File: src/rtl/swm_defs.vh
// shared constants of the servo warning manager
`ifndef SWM_DEFS_VH
`define SWM_DEFS_VH
// apb register byte offsets
`define SWM_OFS_LATCH      12'h000
`define SWM_OFS_SEL_ONE    12'h004
`define SWM_OFS_SEL_TWO    12'h008
`define SWM_OFS_MASK_ONE   12'h00c
`define SWM_OFS_MASK_TWO   12'h010
`define SWM_OFS_LINK_ENH   12'h014
`define SWM_OFS_FUNC_ENH3  12'h018
`define SWM_OFS_PL_TIME    12'h01c
`define SWM_OFS_CTRL       12'h020
`define SWM_OFS_ACTIVE     12'h024
`define SWM_OFS_IRQ_STAT   12'h028
`define SWM_OFS_IRQ_MASK   12'h02c
// warning index (position in the internal vector)
`define SWM_NUM_WARN       16
`define SWM_W_OVERLOAD     0
`define SWM_W_REGEN        1
`define SWM_W_BATTERY      2
`define SWM_W_FAN          3
`define SWM_W_ENC_COMM     4
`define SWM_W_ENC_HEAT     5
`define SWM_W_OSC          6
`define SWM_W_LIFETIME     7
`define SWM_W_SCALE_ERR    8
`define SWM_W_SCALE_COMM   9
`define SWM_W_DETERIOR     10
`define SWM_W_LINK_CONT    11
`define SWM_W_LINK_ACC     12
`define SWM_W_LINK_UPD     13
`define SWM_W_POWER_LOSS   14
`define SWM_W_SW_CMD       15
`define SWM_WARN_W         16
// output selection values
`define SWM_SEL_OR_ALL     8'h00
`define SWM_SEL_SW_CMD     8'h1e
// mask bit positions in mask one
`define SWM_M1_BATTERY     0
`define SWM_M1_LIFETIME    2
`define SWM_M1_ENC_HEAT    3
`define SWM_M1_ENC_COMM    4
`define SWM_M1_REGEN       5
`define SWM_M1_FAN         6
`define SWM_M1_OVERLOAD    7
`define SWM_M1_SCALE_ERR   8
`define SWM_M1_LINK_CONT   9
`define SWM_M1_LINK_ACC    10
`define SWM_M1_LINK_UPD    11
`define SWM_M1_POWER_LOSS  12
`define SWM_M1_OSC         13
`define SWM_M1_SCALE_COMM  14
// mask bit positions in mask two
`define SWM_M2_DETERIOR    7
`define SWM_M2_SW_CMD      8
// enhancement bits
`define SWM_LINK_ENH_BIT   0
`define SWM_FENH3_DET_BIT  1
// power loss detection time valid range
`define SWM_PL_MIN         16'd10
`define SWM_PL_MAX         16'd1999
// clock and hold time
`define SWM_CLK_HZ         20000000
`define SWM_HOLD_MS        1000
// control register bit: single-turn absolute function enable
`define SWM_CTRL_SINGLE_TURN 0
`endif

File: src/rtl/swm_hold_timer.v
// one-second non-latch hold for one warning
module swm_hold_timer #(
  parameter CNT_W    = 25,
  parameter HOLD_CYC = 20000000
) (
  // clock and reset
  input  wire ref_clk_in,
  input  wire resetn_in,
  // control
  input  wire cause_in,
  input  wire latch_in,
  input  wire clear_in,
  // state
  output reg  held_out
);
  reg [CNT_W-1:0] cnt_q;

  always @(posedge ref_clk_in) begin
    if (!resetn_in) begin
      held_out <= 1'b0;
      cnt_q    <= {CNT_W{1'b0}};
    end else if (cause_in) begin
      held_out <= 1'b1;
      cnt_q    <= HOLD_CYC[CNT_W-1:0] - {{(CNT_W-1){1'b0}}, 1'b1};
    end else if (clear_in) begin
      held_out <= 1'b0;
      cnt_q    <= {CNT_W{1'b0}};
    end else if (held_out && !latch_in) begin
      if (cnt_q == {CNT_W{1'b0}}) begin
        held_out <= 1'b0;
      end else begin
        cnt_q <= cnt_q - {{(CNT_W-1){1'b0}}, 1'b1};
      end
    end
  end
endmodule

File: src/rtl/swm_power_loss.v
// supply phase dropout timer for main power loss
module swm_power_loss #(
  parameter CNT_W = 16
) (
  // clock and reset
  input  wire             ref_clk_in,
  input  wire             resetn_in,
  // sampled phases, detect time in clock ticks of tick_in
  input  wire             phase_ok_in,
  input  wire             tick_in,
  input  wire [CNT_W-1:0] detect_time_in,
  input  wire             enable_in,
  // result
  output reg              loss_out
);
  reg [CNT_W-1:0] ms_q;

  always @(posedge ref_clk_in) begin
    if (!resetn_in) begin
      ms_q     <= {CNT_W{1'b0}};
      loss_out <= 1'b0;
    end else if (phase_ok_in || !enable_in) begin
      ms_q     <= {CNT_W{1'b0}};
      loss_out <= 1'b0;
    end else if (tick_in) begin
      if (ms_q >= detect_time_in) begin
        loss_out <= 1'b1;
      end else begin
        ms_q <= ms_q + {{(CNT_W-1){1'b0}}, 1'b1};
      end
    end
  end
endmodule

File: src/rtl/swm_top.v
// servo warning manager: detection, mask, latch, output select, apb regs
//
// Contract
// - software command warning on link-enhanced test run
// - main power loss after phase dropout time
// - latch setup picks latch or one-second hold
// - battery and lifetime warnings always latched
// - each output follows its selected warning
// - select zero drives OR of all
// - mask bit one suppresses detection
// - extended warnings disabled by own settings
// - alarm clear clears, live cause re-raises
// - no battery detect in single-turn mode
// - deterioration disabled when enhancement bit clear
// - power loss only for time 10..1999
`include "swm_defs.vh"
module swm_top #(
  parameter HOLD_CYC = (`SWM_CLK_HZ / 1000) * `SWM_HOLD_MS,
  parameter MS_CYC   = `SWM_CLK_HZ / 1000,
  parameter CNT_W    = 25
) (
  // clock and reset
  input  wire        ref_clk_in,
  input  wire        resetn_in,
  // apb slave
  input  wire        psel_in,
  input  wire        penable_in,
  input  wire        pwrite_in,
  input  wire [11:0] paddr_in,
  input  wire [31:0] pwdata_in,
  output reg  [31:0] prdata_out,
  output reg         pready_out,
  output reg         pslverr_out,
  // warning causes from detectors (asynchronous)
  input  wire [13:0] cause_in,
  input  wire        supply_phase_first_ok_in,
  input  wire        supply_phase_third_ok_in,
  input  wire        link_established_in,
  input  wire        sw_op_cmd_in,
  input  wire        alarm_clear_in,
  // warning outputs
  output reg         warn_one_out,
  output reg         warn_two_out,
  output reg         irq_out
);
  // configuration registers
  reg  [15:0] latch_mode_setup_q;
  reg  [7:0]  output_select_one_q;
  reg  [7:0]  output_select_two_q;
  reg  [15:0] warning_mask_one_q;
  reg  [15:0] warning_mask_two_q;
  reg  [15:0] link_enhancement_setting_q;
  reg  [15:0] function_enhancement_three_q;
  reg  [15:0] power_loss_detect_time_q;
  reg  [15:0] ctrl_q;
  reg  [15:0] irq_stat_q;
  reg  [15:0] irq_mask_q;

  // two-flop synchronisers for external inputs, one bank bit per input
  reg  [18:0] sync1_q;
  reg  [18:0] sync2_q;
  reg         clr_d1_q;
  wire [18:0] raw_in = {alarm_clear_in, sw_op_cmd_in, link_established_in,
                        supply_phase_third_ok_in, supply_phase_first_ok_in, cause_in};
  always @(posedge ref_clk_in) begin
    if (!resetn_in) begin
      sync1_q  <= 19'h00000;
      sync2_q  <= 19'h00000;
      clr_d1_q <= 1'b0;
    end else begin
      sync1_q  <= raw_in;
      sync2_q  <= sync1_q;
      clr_d1_q <= sync2_q[18];
    end
  end
  wire [13:0] cause_s   = sync2_q[13:0];
  wire        phase_ok  = sync2_q[14] & sync2_q[15];
  wire        link_s    = sync2_q[16];
  wire        swcmd_s   = sync2_q[17];
  // one clear per request, however long it is held
  wire        clear_p   = sync2_q[18] & ~clr_d1_q;

  // millisecond tick for power loss timing
  // free-running, so a dropout is timed to within one tick
  reg  [CNT_W-1:0] ms_cnt_q;
  wire             ms_tick = (ms_cnt_q == MS_CYC[CNT_W-1:0] - {{(CNT_W-1){1'b0}}, 1'b1});
  always @(posedge ref_clk_in) begin
    if (!resetn_in || ms_tick) begin
      ms_cnt_q <= {CNT_W{1'b0}};
    end else begin
      ms_cnt_q <= ms_cnt_q + {{(CNT_W-1){1'b0}}, 1'b1};
    end
  end

  // power loss in range only
  // an out-of-range time is also the warning's own off switch
  wire pl_enable = (power_loss_detect_time_q >= `SWM_PL_MIN) && (power_loss_detect_time_q <= `SWM_PL_MAX);
  wire pl_loss;
  swm_power_loss #(
    .CNT_W (16)
  ) u_power_loss (
    .ref_clk_in     (ref_clk_in),
    .resetn_in      (resetn_in),
    .phase_ok_in    (phase_ok),
    .tick_in        (ms_tick),
    .detect_time_in (power_loss_detect_time_q),
    .enable_in      (pl_enable),
    .loss_out       (pl_loss)
  );

  // map each warning to its mask bit
  wire [`SWM_WARN_W-1:0] mask_vec;
  assign mask_vec[`SWM_W_OVERLOAD]   = warning_mask_one_q[`SWM_M1_OVERLOAD];
  assign mask_vec[`SWM_W_REGEN]      = warning_mask_one_q[`SWM_M1_REGEN];
  assign mask_vec[`SWM_W_BATTERY]    = warning_mask_one_q[`SWM_M1_BATTERY];
  assign mask_vec[`SWM_W_FAN]        = warning_mask_one_q[`SWM_M1_FAN];
  assign mask_vec[`SWM_W_ENC_COMM]   = warning_mask_one_q[`SWM_M1_ENC_COMM];
  assign mask_vec[`SWM_W_ENC_HEAT]   = warning_mask_one_q[`SWM_M1_ENC_HEAT];
  assign mask_vec[`SWM_W_OSC]        = warning_mask_one_q[`SWM_M1_OSC];
  assign mask_vec[`SWM_W_LIFETIME]   = warning_mask_one_q[`SWM_M1_LIFETIME];
  assign mask_vec[`SWM_W_SCALE_ERR]  = warning_mask_one_q[`SWM_M1_SCALE_ERR];
  assign mask_vec[`SWM_W_SCALE_COMM] = warning_mask_one_q[`SWM_M1_SCALE_COMM];
  assign mask_vec[`SWM_W_DETERIOR]   = warning_mask_two_q[`SWM_M2_DETERIOR];
  assign mask_vec[`SWM_W_LINK_CONT]  = warning_mask_one_q[`SWM_M1_LINK_CONT];
  assign mask_vec[`SWM_W_LINK_ACC]   = warning_mask_one_q[`SWM_M1_LINK_ACC];
  assign mask_vec[`SWM_W_LINK_UPD]   = warning_mask_one_q[`SWM_M1_LINK_UPD];
  assign mask_vec[`SWM_W_POWER_LOSS] = warning_mask_one_q[`SWM_M1_POWER_LOSS];
  assign mask_vec[`SWM_W_SW_CMD]     = warning_mask_two_q[`SWM_M2_SW_CMD];

  // raw causes with per-warning qualifiers; cause bit n feeds warning n
  wire [`SWM_WARN_W-1:0] raw_vec;
  assign raw_vec[`SWM_W_BATTERY-1:0] = cause_s[`SWM_W_BATTERY-1:0];
  assign raw_vec[`SWM_W_BATTERY] = cause_s[`SWM_W_BATTERY] & ~ctrl_q[`SWM_CTRL_SINGLE_TURN];
  assign raw_vec[`SWM_W_DETERIOR-1:`SWM_W_BATTERY+1] = cause_s[`SWM_W_DETERIOR-1:`SWM_W_BATTERY+1];
  assign raw_vec[`SWM_W_DETERIOR]   = cause_s[`SWM_W_DETERIOR] &
                                      function_enhancement_three_q[`SWM_FENH3_DET_BIT];
  assign raw_vec[`SWM_W_LINK_UPD:`SWM_W_LINK_CONT] = cause_s[`SWM_W_LINK_UPD:`SWM_W_LINK_CONT];
  assign raw_vec[`SWM_W_POWER_LOSS] = pl_loss;
  assign raw_vec[`SWM_W_SW_CMD]     = link_enhancement_setting_q[`SWM_LINK_ENH_BIT] & link_s & swcmd_s;

  // a set mask bit stops detection ahead of the hold
  wire [`SWM_WARN_W-1:0] det_vec = raw_vec & ~mask_vec;

  // latch mode per warning; battery and lifetime forced
  wire [`SWM_WARN_W-1:0] latch_vec = latch_mode_setup_q |
                                     (16'h0001 << `SWM_W_BATTERY) | (16'h0001 << `SWM_W_LIFETIME);

  // one hold timer per warning; a live cause outranks the clear
  wire [`SWM_WARN_W-1:0] active_vec;
  genvar gi;
  generate
    for (gi = 0; gi < `SWM_WARN_W; gi = gi + 1) begin : g_hold
      swm_hold_timer #(
        .CNT_W    (CNT_W),
        .HOLD_CYC (HOLD_CYC)
      ) u_hold (
        .ref_clk_in (ref_clk_in),
        .resetn_in  (resetn_in),
        .cause_in   (det_vec[gi]),
        .latch_in   (latch_vec[gi]),
        .clear_in   (clear_p),
        .held_out   (active_vec[gi])
      );
    end
  endgenerate

  // selection value of each warning index
  function [7:0] sel_code;
    input integer idx;
    begin
      case (idx)
        `SWM_W_OVERLOAD:   sel_code = 8'h01;
        `SWM_W_REGEN:      sel_code = 8'h02;
        `SWM_W_BATTERY:    sel_code = 8'h03;
        `SWM_W_FAN:        sel_code = 8'h04;
        `SWM_W_ENC_COMM:   sel_code = 8'h05;
        `SWM_W_ENC_HEAT:   sel_code = 8'h06;
        `SWM_W_OSC:        sel_code = 8'h07;
        `SWM_W_LIFETIME:   sel_code = 8'h08;
        `SWM_W_SCALE_ERR:  sel_code = 8'h09;
        `SWM_W_SCALE_COMM: sel_code = 8'h0a;
        `SWM_W_DETERIOR:   sel_code = 8'h16;
        `SWM_W_LINK_CONT:  sel_code = 8'h0b;
        `SWM_W_LINK_ACC:   sel_code = 8'h0c;
        `SWM_W_LINK_UPD:   sel_code = 8'h0d;
        `SWM_W_POWER_LOSS: sel_code = 8'h0e;
        default:           sel_code = `SWM_SEL_SW_CMD;
      endcase
    end
  endfunction

  // output selection: zero is OR of all, unlisted reads as none
  function pick;
    input [7:0]             sel;
    input [`SWM_WARN_W-1:0] act;
    integer k;
    begin
      pick = 1'b0;
      if (sel == `SWM_SEL_OR_ALL) begin
        pick = |act;
      end else begin
        for (k = 0; k < `SWM_WARN_W; k = k + 1) begin
          if (sel_code(k) == sel) begin
            pick = pick | act[k];
          end
        end
      end
    end
  endfunction

  // interrupt events: rising edge of each active warning
  reg  [`SWM_WARN_W-1:0] active_d_q;
  wire [`SWM_WARN_W-1:0] rise_vec = active_vec & ~active_d_q;

  // apb decode
  wire apb_acc = psel_in & penable_in;
  wire apb_wr  = apb_acc & pwrite_in;
  wire apb_rd  = apb_acc & ~pwrite_in;
  // aligned and inside the register map
  function mapped;
    input [11:0] a;
    begin
      mapped = (a[1:0] == 2'b00) && (a <= `SWM_OFS_IRQ_MASK);
    end
  endfunction
  // picked in setup, shown in the access cycle
  reg [31:0] rd_mux;
  always @* begin
    case (paddr_in)
      `SWM_OFS_LATCH:     rd_mux = {16'h0000, latch_mode_setup_q};
      `SWM_OFS_SEL_ONE:   rd_mux = {24'h000000, output_select_one_q};
      `SWM_OFS_SEL_TWO:   rd_mux = {24'h000000, output_select_two_q};
      `SWM_OFS_MASK_ONE:  rd_mux = {16'h0000, warning_mask_one_q};
      `SWM_OFS_MASK_TWO:  rd_mux = {16'h0000, warning_mask_two_q};
      `SWM_OFS_LINK_ENH:  rd_mux = {16'h0000, link_enhancement_setting_q};
      `SWM_OFS_FUNC_ENH3: rd_mux = {16'h0000, function_enhancement_three_q};
      `SWM_OFS_PL_TIME:   rd_mux = {16'h0000, power_loss_detect_time_q};
      `SWM_OFS_CTRL:      rd_mux = {16'h0000, ctrl_q};
      `SWM_OFS_ACTIVE:    rd_mux = {16'h0000, active_vec};
      `SWM_OFS_IRQ_STAT:  rd_mux = {16'h0000, irq_stat_q};
      `SWM_OFS_IRQ_MASK:  rd_mux = {16'h0000, irq_mask_q};
      default:            rd_mux = 32'h00000000;
    endcase
  end

  always @(posedge ref_clk_in) begin
    if (!resetn_in) begin
      latch_mode_setup_q           <= 16'h0000;
      output_select_one_q          <= 8'h00;
      output_select_two_q          <= 8'h00;
      warning_mask_one_q           <= 16'h0000;
      warning_mask_two_q           <= 16'h0000;
      link_enhancement_setting_q   <= 16'h0000;
      function_enhancement_three_q <= 16'h0000;
      power_loss_detect_time_q     <= 16'h0000;
      ctrl_q                       <= 16'h0000;
      irq_mask_q                   <= 16'h0000;
      irq_stat_q                   <= 16'h0000;
      active_d_q                   <= 16'h0000;
      prdata_out                   <= 32'h00000000;
      pready_out                   <= 1'b0;
      pslverr_out                  <= 1'b0;
      warn_one_out                 <= 1'b0;
      warn_two_out                 <= 1'b0;
      irq_out                      <= 1'b0;
    end else begin
      active_d_q   <= active_vec;
      warn_one_out <= pick(output_select_one_q, active_vec);
      warn_two_out <= pick(output_select_two_q, active_vec);
      irq_out      <= |(irq_stat_q & irq_mask_q);
      // zero wait states: ready follows every setup
      pready_out   <= psel_in & ~penable_in;
      pslverr_out  <= psel_in & ~penable_in & ~mapped(paddr_in);
      prdata_out   <= (psel_in & ~penable_in & ~pwrite_in) ? rd_mux : 32'h00000000;
      // read clears only the bits it returned, so a rise during the access survives
      // prdata_out still holds what this read returned; a new event wins
      if (apb_rd && paddr_in == `SWM_OFS_IRQ_STAT) begin
        irq_stat_q <= (irq_stat_q & ~prdata_out[`SWM_WARN_W-1:0]) | rise_vec;
      end else begin
        irq_stat_q <= irq_stat_q | rise_vec;
      end
      if (apb_wr) begin
        case (paddr_in)
          `SWM_OFS_LATCH:     latch_mode_setup_q           <= pwdata_in[15:0];
          `SWM_OFS_SEL_ONE:   output_select_one_q          <= pwdata_in[7:0];
          `SWM_OFS_SEL_TWO:   output_select_two_q          <= pwdata_in[7:0];
          `SWM_OFS_MASK_ONE:  warning_mask_one_q           <= pwdata_in[15:0];
          `SWM_OFS_MASK_TWO:  warning_mask_two_q           <= pwdata_in[15:0];
          `SWM_OFS_LINK_ENH:  link_enhancement_setting_q   <= pwdata_in[15:0];
          `SWM_OFS_FUNC_ENH3: function_enhancement_three_q <= pwdata_in[15:0];
          `SWM_OFS_PL_TIME:   power_loss_detect_time_q     <= pwdata_in[15:0];
          `SWM_OFS_CTRL:      ctrl_q                       <= pwdata_in[15:0];
          `SWM_OFS_IRQ_MASK:  irq_mask_q                   <= pwdata_in[15:0];
          default:            ctrl_q                       <= ctrl_q;
        endcase
      end
    end
  end
endmodule

File: config.mk
export PLATFORM = sky130hd
export DESIGN_NAME = swm_top
export DESIGN_NICKNAME = d
export VERILOG_FILES = /design/src/rtl/swm_hold_timer.v /design/src/rtl/swm_power_loss.v /design/src/rtl/swm_top.v
export VERILOG_INCLUDE_DIRS = /design/src /design/src/rtl
export SDC_FILE = /design/constraint.sdc
export NUM_CORES = 2
export LEC_CHECK = 0
export ABC_AREA = 1
export BUFFER_PORTS_ARGS = -buffer_cell sky130_fd_sc_hd__buf_2
export CORE_MARGIN = 2
export CORE_UTILIZATION = 57
export CTS_BUF_LIST = sky130_fd_sc_hd__clkbuf_8 sky130_fd_sc_hd__clkbuf_16
export CTS_CLUSTER_DIAMETER = 50
export DETAILED_ROUTE_END_ITERATION = 6
export MAX_ROUTING_LAYER = met4
export PLACE_DENSITY = 0.77
export SLEW_MARGIN = 20
export SYNTH_ARGS = -nofsm -noshare
export SYNTH_HDL_FRONTEND = slang
export SYNTH_SLANG_ARGS = --single-unit
File: constraint.sdc
create_clock -name ref_clk_in -period 2 [get_ports ref_clk_in]
set_input_delay 0.1 -clock ref_clk_in [delete_from_list [all_inputs] [get_ports ref_clk_in]]
set_output_delay 0.1 -clock ref_clk_in [all_outputs]
set_load 0.02 [all_outputs]
==> results.toml <==
[worst_setup_path]
worstSetupEndpointType = "flop"
required_ns = 2.56
cpPeakStageDelay_ns = 0.31
cpMaxStageDelayCell = "dfxtp_1"
worst-setup-path-type = "flop to flop"
reg2regPathDepth = 12
path_cells = "inv_1 -> ha_1 -> nand2_1 -> inv_1 -> nand3_1 -> nor3_4 -> buf_4 -> nand2_1 -> nand4_2 -> buf_6 -> nand2_1 -> a21oi_2"
worstReg2RegStart = "power_loss_detect_time_q[11]"
cp-start-kind = "flop"
worstPathArrival_ns = 2.48
reg2reg_slack_ns = 0.08
reg2reg_to = "u_power_loss.ms_q[3]"
cp_common_cell = "nand2_1"
worstPathMaxFanout = 8

[logic_synthesis]
synth_compound_gate_area_share = 0.103
synth_flop_cell = "dfxtp_1"
syn_inst = 5358
ys_top_cells_by_count = "nand2_1, nor2_1, inv_1"
ys_seq_area_frac = 0.368
synth_simple_gate_area_frac = 0.350
synth_top_family_by_area = "simple AND/OR/NAND/NOR gates"
synthMostInstantiatedCell = "nand2_1"
synthArstFlopShare = 0
ys_ff_latch = 644
synthXorXnorAreaFrac = 0.0653
synth_largest_area_cell = "dfxtp_1"
synth.avg_cell_area_um2 = 6.53
muxShareOfSynthArea = 0
synth_top_area_frac = 0.368
yosys-top-cells-area = "dfxtp_1, nand2_1, nor2_1, nand3_1, inv_1"
yosys_warnings = 0
netlist_area_mm2 = 0.0350
synth_edf_count = 0
synthAdderAreaFrac = 0.0114
synth_cell_type_count = 49

[timing]
max_slew_margin = 0.375
clock_skew_ns = 0.0194
finalSetupViolations = 0
finalHoldViolCount = 0
post-route-period-util = 0.960
fin_crit_ns = 1.92
fmax_mhz = 521
worstMarginPinSlew_ns = 0.938
maxSlewViolCount = 0

[clock_tree]
htree_levels = 3
cts_sinks = 644
cts_buffers = 81
clock-root-buffer = "clkbuf_16"
clk_latency_ns = 0.63
cts_buffer_depth = 3
path_clk_slew_ns = 0.07
cts_tree = "yes"

[cells_and_area]
seq_area_mm2 = 0.0129
syn_to_final_growth_pct = 17.6
layout.nets = 5729
fin_util = 0.680
multi_input_area_mm2 = 0.0189
num-fill-cells = 5225
layout.cells.non_filler = 6476
final_cell_area_mm2 = 0.0412
final_layout_size_suffix_gt1_frac = 0.107
n_antenna_cell = 0

[route]
drt-initial-drc-count = 3080
ant_nets = 0
drt-vias-per-instance = 5.44
wl_per_cell_um = 15.4
drc = 0
vias = 35200
dr.pass1.iters = 6
routed_wl_mm = 99.7

[global_route]
grtUsageTotal = 0.315
overflow = 0
grt_pass1_wl_mm = 161
antenna_found_initial = 0
grt_max_degree = 95
grt_pass1_vias = 32500

[worst_hold_path]
hold_depth = 5
hold_class = "input port to flop"
hold_start = "pwrite_in"
min_to = "prdata_out[0]"

[power_and_ir_drop]
peakVddDrop_uv = 703
p_per_area_mw_per_mm2 = 859
p_leak_nw = 19.7

[place]
gp_congestion = 1.00
port_buffers = 72
placed_cells = 6253
hpwl_mm = 69.2
place_area_mm2 = 0.0373

[floorplanning]
initial_core_util = 0.578
die_h_um = 252
core_area_mm2 = 0.0606
rows = 90
dieArea_mm2 = 0.0634
die_w_um = 252
io_pins = 105

[run]
drv_cap = 0

[run_status]
status = "completed"
## power by group
group	switching, mW	leakage, nW	internal, mW
Clock	6.05	1.41	9.09
Combinational	4.02	13.1	2.53
Sequential	0.432	5.23	13.3
## worst max path at each step
stage	startpoint	end	slack, ns	cells past startpoint
3_5_place_dp	g_hold[14].u_hold.cnt_q[0]	g_hold[14].u_hold.cnt_q[21]	-0.04	13
3_3_place_gp	power_loss_detect_time_q[7]	u_power_loss.ms_q[1]	-0.36	8
6_report	power_loss_detect_time_q[11]	u_power_loss.ms_q[3]	0.08	12
2_1_floorplan	power_loss_detect_time_q[9]	u_power_loss.ms_q[10]	0.12	12
5_1_grt	ms_cnt_q[0]	ms_cnt_q[24]	-0.05	10
4_1_cts	g_hold[14].u_hold.cnt_q[0]	g_hold[14].u_hold.cnt_q[23]	0.0005	13
## stage by stage
stage / worst slack (ns) / total power [mW] / hold WS (ns) / TNS (ns)
after floorplan: 0.123 / 18.5 / 0.194 / 0
after global placement: -0.356 / 20.0 / 0.281 / -5.36
after detailed placement: -0.0419 / 20.1 / 0.286 / -0.518
after CTS: 0.000522 / 35.2 / 0.00589 / 0
after global routing: -0.0542 / 37.0 / 0.0187 / -0.267
final: 0.0800 / 35.4 / 0.0263 / 0
## worst max-delay path, delay by kind of cell, from the launching register on
family / cells / cell delay (ns)
buf+inv: 4 / 0.42
simple gates: 6 / 0.71
compound gates: 1 / 0.12
fa+ha+maj: 1 / 0.29
flops: 1 / 0.31
## flip-flops by register name, summed over array words and instances (netlist names), 19 cells and up
| signal | cells |
|---|---|
| ms_cnt_q | 25 |
| g_hold.u_hold.cnt_q | 350 |
| sync1_q | 19 |
| sync2_q | 19 |
## final cells by class
class	instances	share of cell area
clock buffer	97	0.0551
clock inverter	51	0.0128
inverter	695	0.0639
multi-input combinational	3838	0.458
sequential	644	0.313
tap	782	0.0238
timing repair buffer	367	0.0725
timing repair inverter	2	0.000304
## kinds of logic (layout without fill, tap and decap cells)
| kind of cell | count (synthesis) | count (layout) |
|---|---|---|
| XOR/XNOR | 261 | 261 |
| buffers and inverters | 893 | 1212 |
| other | 1 | 16 |
| flip-flops | 644 | 644 |
| AND/OR/NAND/NOR | 2874 | 2876 |
| AO/OA/AOI/OAI | 653 | 653 |
| adder cells (fa/ha/maj) | 32 | 32 |
## per-layer routing
metal | share of wire | vias up | track usage
li1 | - | 17600 | -
met1 | 0.44 | 16200 | 0.410
met5 | 0 | - | -
met2 | 0.45 | 1211 | 0.500
met3 | 0.074 | 231 | 0.0481
met4 | 0.034 | 0 | 0.111
## what timing repair did
action                                 CTS  global route
pin swaps                                0            18
setup buffers                            0            22
endpoints found under the hold margin  176             0
cloned                                   0             6
hold buffers                            47             0
gates resized for setup                  8           100
setup endpoints to repair               40           273
## placed cells by master (no fill, tap or decap), types with 9 or more instances in the layout
| cell | instances |
|---|---|
| inv_2 | 16 |
| nor2_2 | 29 |
| xnor2_1 | 125 |
| clkbuf_8 | 14 |
| nor4_1 | 10 |
| nor3b_1 | 17 |
| nand3b_1 | 23 |
| a211oi_1 | 66 |
| buf_6 | 15 |
| ha_1 | 25 |
| clkinv_1 | 10 |
| dfxtp_1 | 639 |
| buf_2 | 72 |
| o21ai_0 | 217 |
| inv_6 | 13 |
| nor3_1 | 96 |
| xor2_1 | 136 |
| o22ai_1 | 62 |
| nand2_1 | 1194 |
| o211ai_1 | 11 |
| a21oi_1 | 265 |
| o21ai_1 | 9 |
| buf_4 | 213 |
| clkbuf_16 | 84 |
| nand2_4 | 10 |
| nor2_4 | 25 |
| nand2_2 | 22 |
| nand4_1 | 81 |
| buf_12 | 15 |
| clkinvlp_4 | 11 |
| dlygate4sd3_1 | 47 |
| conb_1 | 16 |
| inv_1 | 674 |
| nor2_1 | 830 |
| nand3_1 | 511 |
Power figures use the tool's default switching activity.
